[config.mk]
export PLATFORM = sky130hd
export DESIGN_NAME = cptf_core_ctrl
export DESIGN_NICKNAME = d
export VERILOG_FILES = /design/src/design/cptf_pkg.sv /design/src/design/cptf_timer.sv /design/src/design/cptf_core_ctrl.sv
export SDC_FILE = /design/constraint.sdc
export NUM_CORES = 1
export LEC_CHECK = 0
export ABC_AREA = 1
export BUFFER_PORTS_ARGS = -buffer_cell sky130_fd_sc_hd__clkbuf_2
export CORE_MARGIN = 5
export CORE_UTILIZATION = 47
export DETAILED_ROUTE_END_ITERATION = 16
export MAX_ROUTING_LAYER = met4
export PLACE_DENSITY = 0.77
export SYNTH_ARGS = -nofsm -noshare
export SYNTH_HDL_FRONTEND = slang
export SYNTH_SLANG_ARGS = --single-unit
[constraint.sdc]
create_clock -name ref_clk_in -period 2.2 [get_ports ref_clk_in]
set_clock_uncertainty 0.15 [all_clocks]
set_input_delay 0 -clock ref_clk_in [delete_from_list [all_inputs] [get_ports ref_clk_in]]
set_output_delay 0 -clock ref_clk_in [all_outputs]
set_load 0.005 [all_outputs]
[src/design/cptf_pkg.sv]
// Constants, register layouts and carrier types for the core control block.
// Assumes a single 50 MHz system clock and byte-wide register access.
package cptf_pkg;
    // Register offsets
    localparam logic [7:0] PRIO_OFS     = 8'hB8;
    localparam logic [7:0] STROBE_OFS   = 8'hBE;
    localparam logic [7:0] CACHE_OFS    = 8'hE3;
    localparam logic [7:0] PAGE_OFS     = 8'hA7;
    localparam logic [7:0] CFG_PAGE     = 8'h0F;
    // Reset values
    localparam logic [7:0] PRIO_RST     = 8'h80;
    localparam logic [7:0] STROBE_RST   = 8'h0F;
    localparam logic [7:0] CACHE_RST    = 8'h20;
    localparam logic [7:0] PAGE_RST     = 8'h00;
    // Field positions
    localparam int PRIO_TOP_BIT  = 7;
    localparam int PF_EN_BIT     = 5;
    localparam int PAIR_WR_BIT   = 0;
    localparam int NUM_SRC       = 7;
    // Strobe timing
    localparam int STROBE_BASE_NS     = 5;
    localparam int STROBE_STEP_NS     = 5;
    localparam int SYS_CLK_KHZ        = 50000;
    localparam int SLOW_CLK_LIMIT_KHZ = 12500;
    localparam int MAX_CYCLES         = 8;

    // One instruction's length and duration
    typedef struct packed {
        logic [1:0] bytes;
        logic [3:0] cycles;
        logic       known;
    } cptf_timing_t;

    // Register access request
    typedef struct packed {
        logic       wr;
        logic       rd;
        logic       bit_wr;
        logic [7:0] addr;
        logic [7:0] wdata;
    } cptf_sfr_req_t;
endpackage : cptf_pkg

[src/design/cptf_timer.sv]
// Instruction length and cycle sequencer.
// Assumes the fetch side presents one opcode per issue strobe.
`timescale 1ns/100ps
`default_nettype none
module cptf_timer #(
    parameter int MAX_CYC = cptf_pkg::MAX_CYCLES
) (
    input  wire logic                 ref_clk_in,    // System clock
    input  wire logic                 rst_n_in,      // Async reset, active low
    input  wire logic                 issue_in,      // Opcode valid
    input  wire logic [7:0]           opcode_in,     // First instruction byte
    output logic                      ready_out,     // May issue this cycle
    output logic                      done_out,      // Instruction completes
    output cptf_pkg::cptf_timing_t    timing_out     // Length of last issue
);
    initial
    begin
        if (MAX_CYC != cptf_pkg::MAX_CYCLES)
            $error("cptf_timer: cycle ceiling must stay at eight");
    end

    // Classify opcode into bytes and cycles
    function automatic cptf_pkg::cptf_timing_t decode(input logic [7:0] op);
        cptf_pkg::cptf_timing_t t;
        t = '{bytes: 2'd1, cycles: 4'd1, known: 1'b0};
        if (op[7:4] inside {4'h2, 4'h3, 4'h9, 4'h4, 4'h5, 4'h6})
        begin
            t.known = 1'b1;
            if (op[3])
                t = '{bytes: 2'd1, cycles: 4'd1, known: 1'b1};
            else if (op[3:1] == 3'b011)
                t = '{bytes: 2'd1, cycles: 4'd2, known: 1'b1};
            else if (op[3:0] == 4'h5)
                t = '{bytes: 2'd2, cycles: 4'd2, known: 1'b1};
            else if (op[3:0] == 4'h4)
                t = '{bytes: 2'd2, cycles: 4'd2, known: 1'b1};
            else if (op[3:0] == 4'h3 && op[7:4] != 4'h9)
                t = '{bytes: 2'd3, cycles: 4'd3, known: 1'b1};
            else if (op[3:0] == 4'h2 && op[7:4] != 4'h9)
                t = '{bytes: 2'd2, cycles: 4'd2, known: 1'b1};
            else
                t.known = 1'b0;
        end
        else if (op == 8'hA4)
            t = '{bytes: 2'd1, cycles: 4'd4, known: 1'b1};
        else if (op == 8'h84)
            t = '{bytes: 2'd1, cycles: 4'd8, known: 1'b1};
        return t;
    endfunction : decode

    typedef struct packed {
        logic [3:0]             cnt;
        logic                   done;
        cptf_pkg::cptf_timing_t tim;
    } cptf_tstate_t;

    cptf_tstate_t s_q;
    cptf_tstate_t s_d;

    // Countdown; a new issue is allowed in the final cycle
    always_comb
    begin
        s_d      = s_q;
        s_d.done = (s_q.cnt == 4'd1);
        if (s_q.cnt != 4'd0)
            s_d.cnt = s_q.cnt - 4'd1;
        if (issue_in && ready_out)
        begin
            s_d.tim = decode(opcode_in);
            s_d.cnt = s_d.tim.cycles;
        end
    end

    // State register
    always_ff @(posedge ref_clk_in or negedge rst_n_in)
    begin
        if (!rst_n_in)
            s_q <= '{cnt: 4'd0, done: 1'b0, tim: '{bytes: 2'd1, cycles: 4'd1, known: 1'b0}};
        else
            s_q <= s_d;
    end

    assign ready_out  = (s_q.cnt <= 4'd1);
    assign done_out   = s_q.done;
    assign timing_out = s_q.tim;
endmodule : cptf_timer
`default_nettype wire

[src/design/cptf_core_ctrl.sv]
// Core control: page stack, interrupt priority, cache and flash strobe
// registers, and instruction timing through the sequencer.
// Assumes register requests and interrupt lines are synchronous to the clock.
`timescale 1ns/100ps
`default_nettype none
module cptf_core_ctrl #(
    parameter int NSRC = cptf_pkg::NUM_SRC
) (
    input  wire logic                 ref_clk_in,       // System clock
    input  wire logic                 rst_n_in,         // Async reset, active low
    input  wire cptf_pkg::cptf_sfr_req_t sfr_req_in,    // Register access
    input  wire logic [2:0]           bit_sel_in,       // Bit number for bit write
    output logic [7:0]                sfr_rdata_out,    // Read data, registered
    output logic                      sfr_hit_out,      // Last read was mapped
    input  wire logic                 issue_in,         // Opcode valid
    input  wire logic [7:0]           opcode_in,        // Opcode
    output logic                      ready_out,        // Sequencer can accept
    output logic                      done_out,         // Instruction done
    output cptf_pkg::cptf_timing_t    timing_out,       // Bytes and cycles
    input  wire logic [NSRC-1:0]      irq_req_in,       // Pending sources
    input  wire logic [NSRC*8-1:0]    irq_page_in,      // Page of each source
    input  wire logic                 reti_in,          // Handler return
    output logic                      irq_take_out,     // Vector taken pulse
    output logic [2:0]                irq_idx_out,      // Source taken
    output logic [7:0]                active_register_page_out, // Current page
    output logic [7:0]                saved_page_slot_out, // Pushed page
    output logic                      prefetch_enable_bit_out, // Prefetch on
    output logic                      flash_pair_write_enable_out, // Pair writes
    input  wire logic                 flash_read_timing_select_in, // Timing bit
    output logic                      strobe_limit_active_out, // Cap in force
    output logic [6:0]                strobe_max_ns_out, // Strobe cap in ns
    output logic                      flash_low_power_out // Idle after strobe
);
    initial
    begin
        if (NSRC != cptf_pkg::NUM_SRC)
            $error("cptf_core_ctrl: exactly seven sources supported");
    end

    typedef struct packed {
        logic [7:0] page;
        logic [7:0] next;
        logic [7:0] next2;
        logic [6:0] prio;
        logic       pf_en;
        logic       pair_wr;
        logic [3:0] period;
        logic       in_hi;
        logic       in_lo;
        logic       lo_under_hi;
        logic [7:0] rdata;
        logic       hit;
        logic       take;
        logic [2:0] idx;
    } cptf_state_t;

    cptf_state_t s_q;
    cptf_state_t s_d;

    // Register visible at the current page
    function automatic logic mapped(input logic [7:0] a, input logic [7:0] pg);
        return (a == cptf_pkg::PRIO_OFS) || (a == cptf_pkg::PAGE_OFS) ||
               (pg == cptf_pkg::CFG_PAGE &&
                (a == cptf_pkg::STROBE_OFS || a == cptf_pkg::CACHE_OFS));
    endfunction : mapped

    // Lowest numbered pending source within a mask
    function automatic logic [3:0] pick(input logic [NSRC-1:0] m);
        logic [3:0] r;
        r = 4'h8;
        for (int i = NSRC - 1; i >= 0; i--)
            if (m[i])
                r = 4'(i);
        return r;
    endfunction : pick

    logic [NSRC-1:0] hi_pend;
    logic [NSRC-1:0] lo_pend;
    logic [3:0]      hi_sel;
    logic [3:0]      lo_sel;
    logic            core_idle;

    // Split pending sources by level
    assign hi_pend = irq_req_in & s_q.prio;
    assign lo_pend = irq_req_in & ~s_q.prio;
    assign hi_sel  = pick(hi_pend);
    assign lo_sel  = pick(lo_pend);

    // Next state
    always_comb
    begin
        logic [7:0] wv;
        logic       can_hi;
        logic       can_lo;
        wv        = 8'h00;
        s_d       = s_q;
        s_d.take  = 1'b0;
        can_hi    = core_idle && !s_q.in_hi && hi_sel != 4'h8;
        can_lo    = core_idle && !s_q.in_hi && !s_q.in_lo && lo_sel != 4'h8;
        // Register reads
        if (sfr_req_in.rd)
        begin
            s_d.hit   = mapped(sfr_req_in.addr, s_q.page);
            s_d.rdata = 8'h00;
            if (sfr_req_in.addr == cptf_pkg::PRIO_OFS)
                s_d.rdata = {1'b1, s_q.prio};
            else if (sfr_req_in.addr == cptf_pkg::PAGE_OFS)
                s_d.rdata = s_q.page;
            else if (s_d.hit && sfr_req_in.addr == cptf_pkg::STROBE_OFS)
                s_d.rdata = {4'h0, s_q.period};
            else if (s_d.hit)
                s_d.rdata = {2'b00, s_q.pf_en, 4'h0, s_q.pair_wr};
        end
        // Byte and bit writes to the priority register
        if (sfr_req_in.addr == cptf_pkg::PRIO_OFS && (sfr_req_in.wr || sfr_req_in.bit_wr))
        begin
            wv = {1'b1, s_q.prio};
            if (sfr_req_in.wr)
                wv = sfr_req_in.wdata;
            else
                wv[bit_sel_in] = sfr_req_in.wdata[0];
            s_d.prio = wv[6:0];
        end
        // Page register, writable from any page; a return or vector entry in the same cycle wins
        if (sfr_req_in.wr && sfr_req_in.addr == cptf_pkg::PAGE_OFS)
            s_d.page = sfr_req_in.wdata;
        // Configuration page registers
        if (sfr_req_in.wr && s_q.page == cptf_pkg::CFG_PAGE)
        begin
            if (sfr_req_in.addr == cptf_pkg::CACHE_OFS)
            begin
                s_d.pf_en   = sfr_req_in.wdata[cptf_pkg::PF_EN_BIT];
                s_d.pair_wr = sfr_req_in.wdata[cptf_pkg::PAIR_WR_BIT];
            end
            if (sfr_req_in.addr == cptf_pkg::STROBE_OFS)
                s_d.period = sfr_req_in.wdata[3:0];
        end
        // Handler return pops one level
        if (reti_in && (s_q.in_hi || s_q.in_lo))
        begin
            s_d.page  = s_q.next;
            s_d.next  = s_q.next2;
            if (s_q.in_hi)
            begin
                s_d.in_hi = 1'b0;
                s_d.in_lo = s_q.lo_under_hi;
                s_d.lo_under_hi = 1'b0;
            end
            else
                s_d.in_lo = 1'b0;
        end
        // Vector entry pushes the page; entry wins over a page write
        else if (can_hi || can_lo)
        begin
            s_d.take  = 1'b1;
            s_d.idx   = can_hi ? hi_sel[2:0] : lo_sel[2:0];
            s_d.next2 = s_q.next;
            s_d.next  = s_q.page;
            s_d.page  = irq_page_in[8*(can_hi ? hi_sel[2:0] : lo_sel[2:0]) +: 8];
            if (can_hi)
            begin
                s_d.in_hi = 1'b1;
                s_d.lo_under_hi = s_q.in_lo;
                s_d.in_lo = 1'b0;
            end
            else
                s_d.in_lo = 1'b1;
        end
    end

    // State register
    always_ff @(posedge ref_clk_in or negedge rst_n_in)
    begin
        if (!rst_n_in)
        begin
            s_q         <= '0;
            s_q.page    <= cptf_pkg::PAGE_RST;
            s_q.prio    <= cptf_pkg::PRIO_RST[6:0];
            s_q.pf_en   <= cptf_pkg::CACHE_RST[cptf_pkg::PF_EN_BIT];
            s_q.pair_wr <= cptf_pkg::CACHE_RST[cptf_pkg::PAIR_WR_BIT];
            s_q.period  <= cptf_pkg::STROBE_RST[3:0];
        end
        else
            s_q <= s_d;
    end

    // Instruction length and cycle sequencer
    cptf_timer #(
        .MAX_CYC (cptf_pkg::MAX_CYCLES)
    ) u_timer (
        .ref_clk_in (ref_clk_in),
        .rst_n_in   (rst_n_in),
        .issue_in   (issue_in),
        .opcode_in  (opcode_in),
        .ready_out  (ready_out),
        .done_out   (done_out),
        .timing_out (timing_out)
    );

    // Interrupts vector only between instructions
    assign core_idle = ready_out && !issue_in;

    // Flash strobe limit; ignored on a fast clock with the timing bit clear
    localparam logic SLOW_CLK = (cptf_pkg::SYS_CLK_KHZ <= cptf_pkg::SLOW_CLK_LIMIT_KHZ);
    assign strobe_limit_active_out = SLOW_CLK || flash_read_timing_select_in;
    assign strobe_max_ns_out = 7'(cptf_pkg::STROBE_BASE_NS)
                             + 7'(s_q.period) * 7'(cptf_pkg::STROBE_STEP_NS);
    assign flash_low_power_out = strobe_limit_active_out;

    // Outputs from the state register
    assign sfr_rdata_out               = s_q.rdata;
    assign sfr_hit_out                 = s_q.hit;
    assign irq_take_out                = s_q.take;
    assign irq_idx_out                 = s_q.idx;
    assign active_register_page_out    = s_q.page;
    assign saved_page_slot_out         = s_q.next;
    assign prefetch_enable_bit_out     = s_q.pf_en;
    assign flash_pair_write_enable_out = s_q.pair_wr;
endmodule : cptf_core_ctrl
`default_nettype wire

==> summary.md <==
| Metric | Value |
|---|---|
| Status | complete, but fails checks |
| Failing checks | negative setup slack |
| Via density | 5.458 |
| Post-layout instance area | 6731 um2 |
| Hold Crit Class | input port to flop |
| First-pass GRT wire length | 24.38 mm |
| Initial Util | 47.33% |
| Post-Route Setup TNS | -978.3 ps |
| Post-DP HPWL | 11.08 mm |
| Power Density | 868.4 nW/um2 |
| Fin worst setup slack | -187.0 ps |
| Avg Cell Area, Syn | 6.917 um2 |
| Clk root buf | clkbuf_8 |
| Non-filler cells, final | 1026 |
| GRT overflow | 0 |
| FF-to-FF setup slack | -190 ps |
| Area grow syn2layout | 39.63% |
| Normalized max-slew margin | 61.57% |
| Tmin final | 2387 ps |
| Routed WL | 17.81 mm |
| DP Cell Count | 946 |
| DR WL/cell | 17.36 um |
| IO Port Bufs | 143 |
| Clock transition at path regs | 70 ps |
| Number of antenna violations at the first check in global routing | 0 |
| WHS | 24.82 ps |
| Worst-Skew Late Latency | 350 ps |
| Clk buf depth | 2 |
| Die Y | 111.3 um |
| IO Pins | 147 |
| Syn Nets | 806 |
| Hold path depth | 5 |
| DR iter-0 viols | 521 |
| Max_cap viols | 0 |
| Fin crit share | 108.5% |
| Netlist cell types | 47 |
| ANT cells | 0 |
| Critical Path Start Type | flop |
| Reg2Reg Depth | 16 |
| Largest cells by area after synthesis | dfrtp_1, nand2_1, inv_1, buf_4, nand3_1 |
| CP peak stage delay | 410 ps |
| Critical path arrival | 2480 ps |
| Die area | 12380 um2 |
| CP most frequent cell | nand2_1 |
| Critical path buffers and inverters | 5 |
| Max FO, Critical Path | 5 |
| Via count | 5600 |
| Final setup fails | 12 |
| Crit-path cells | inv_2 > ha_4 > o21ai_4 > nor2_8 > nand2_8 > buf_12 > inv_6 > o21ai_4 > buf_6 > nor2_4 > nand2_1 > nand2_1 > nand2_1 > nand3_1 > nand2_1 > inv_1 |
| # rows | 37 |
| H-tree depth | 3 |
| Fin. Hold Viols | 0 |
| Util after Layout | 66.09% |
| Crit. Startpoint | u_timer.s_q[8] |
| Critical path's slowest cell | dfrtp_1 |
| Area leader, netlist | dfrtp_1 |
| Max Clk Rate | 418.9 MHz |
| Area after DPL | 5524 um2 |
| Core ar. | 10180 um2 |
| Sequential area share after synthesis | 33.92% |
| WS Path Type | flop to flop |
| Num CTS Buffers | 9 |
| Max rail drop VDD | 633.9 uV |
| Vias in the first global route | 5147 |
| Slew @ Worst Pin | 572.6 ps |
| Layout cell share with drive strength beyond 1 | 31.46% |
| Synth warn | 0 |
| Cells after Synth | 697 |
| GP Congestion | 0.9942 |
| CP Depth | 16 |
| Largest delay contributor family on the critical path | simple AND/OR/NAND/NOR gates |
| CTS tree | built |
| GRT Total Usage | 24.85% |
| Detailed Routing Iterations Pass 1 | 5 |
| Max Slew Vio Count | 0 |
| FF+latch count, synth | 65 |
| Share of the synthesized area in the top cell type | 30.11% |
| Leakage | 3.648 nW |
| Placement Setup Slack | -85.73 ps |
| Pin count of the biggest net entering global routing | 66 |
| Fillers | 824 |
| R2R Path Start | u_timer.s_q[8] |
| RSZ-0062 raised after global routing | yes |
| Reg-to-Reg End | active_register_page_out[5] |
| Sink Count | 65 |
| DRC Markers | 0 |
| Setup crit end kind | flop |
| Crit path to | active_register_page_out[5] |
| Required time worst endpoint | 2290 ps |
| Die Wd | 111.3 um |
| Layout net count | 994 |
| Antenna viol nets, final | 0 |
| Post-Synthesis Cell Area | 4821 um2 |
| Final Total Pwr | 5.846 mW |
==> final cells by class <==
class	count	area (um2)	area share (%)
Sequential cell	65	1635	24.29
Tap cell	136	170.2	2.528
Inverter	113	431.7	6.413
Timing Repair Buffer	225	1594	23.68
Clock buffer	13	158.9	2.361
Multi-Input combinational cell	471	2701	40.13
Clock inverter	3	40.04	0.5948
==> sequential cells by signal, indices dropped and copies added, names as in the netlist <==
signal,flops
s_q,22
active_register_page_out,8
saved_page_slot_out,8
sfr_rdata_out,8
u_timer.timing_out,7
u_timer.s_q,4
irq_idx_out,3
flash_pair_write_enable_out,1
irq_take_out,1
prefetch_enable_bit_out,1
sfr_hit_out,1
u_timer.done_out,1
==> cells by family (layout without fill, tap and decap cells) <==
logic type                 Yosys count  count (layout)  synth area share [%]
AOI/OAI and AO/OA                   93              93                 12.09
xor gates and xnor gates             4               4                0.7268
adders and majority gates           11              11                 2.855
buffers and inverters              164             354                 16.17
DFF                                 65              65                 33.92
and+or+nand+nor                    360             363                 34.23
==> worst reg2reg max path: stages (launching register included) <==
cell	delay [ps]
dfrtp_1	410
inv_2	70
ha_4	170
o21ai_4	250
nor2_8	60
nand2_8	90
buf_12	110
inv_6	40
o21ai_4	230
buf_6	170
nor2_4	50
nand2_1	90
nand2_1	70
nand2_1	60
nand3_1	80
nand2_1	100
inv_1	60
==> placed cells by master (no fill, tap or decap), types with 7 or more instances in the layout <==
cell and count:
a22oi_1 7, a21oi_1 20, dfrtp_1 58, o221ai_1 7, o21ai_0 31, nand2_1 183, dfstp_2 7, clkbuf_8 11
buf_4 25, clkbuf_2 139, nor3_1 13, dlygate4sd3_1 42, nand2_2 18, nand3_1 44, nor2_1 48, inv_1 106
nand3b_1 13, nand3_2 18
==> report_power, final <==
| part | internal (mW) | switching (mW) |
|---|---|---|
| clock | 0.583 | 0.480 |
| combinational | 1.18 | 1.75 |
| sequential | 1.56 | 0.295 |
==> Yosys cell counts, drive strengths merged <==
| master | instances |
|---|---|
| xor2 | 3 |
| buf | 46 |
| nand3b | 13 |
| nand4 | 6 |
| o221ai | 7 |
| xnor2 | 1 |
| clkinv | 1 |
| o2111ai | 2 |
| a21oi | 24 |
| nand3 | 64 |
| nor2 | 54 |
| a22oi | 7 |
| o211ai | 3 |
| o21bai | 2 |
| nor3b | 3 |
| clkbuf | 5 |
| and2 | 1 |
| ha | 11 |
| inv | 112 |
| dfrtp | 58 |
| o31ai | 1 |
| dfstp | 7 |
| nand2 | 206 |
| a31o | 1 |
| o22ai | 4 |
| a221oi | 1 |
| a211oi | 1 |
| o21ai | 38 |
| a31oi | 2 |
| nor3 | 13 |
==> timing repair <==
action	CTS	global route
buffers inserted	3	10
gates cloned	0	9
gates resized for setup	8	66
pin swaps	8	32
setup endpoints to repair	11	14
hold buffers	42	0
endpoints found under the hold margin	107	0
==> worst min-delay path by stage <==
stage | slack, ps | end | start
final | 20 | u_timer.timing_out[0] | opcode_in[6]
after global routing | 60 | u_timer.timing_out[0] | opcode_in[6]
after CTS | 0.9 | active_register_page_out[7] | irq_page_in[47]
after detailed placement | -150 | flash_low_power_out | flash_read_timing_select_in
after global placement | -150 | flash_low_power_out | flash_read_timing_select_in
after floorplan | -450 | active_register_page_out[0] | rst_n_in
==> layer usage <==
metal / vias up / GRT usage [%] / wire [um]
met5: - / - / 0
met2: 340 / 42.30 / 8559
li1: 2584 / - / -
met3: 96 / 5.950 / 1516
met4: 0 / 7.461 / 887
met1: 2580 / 29.21 / 6848
No activity file was read; power rests on OpenSTA's default activity.
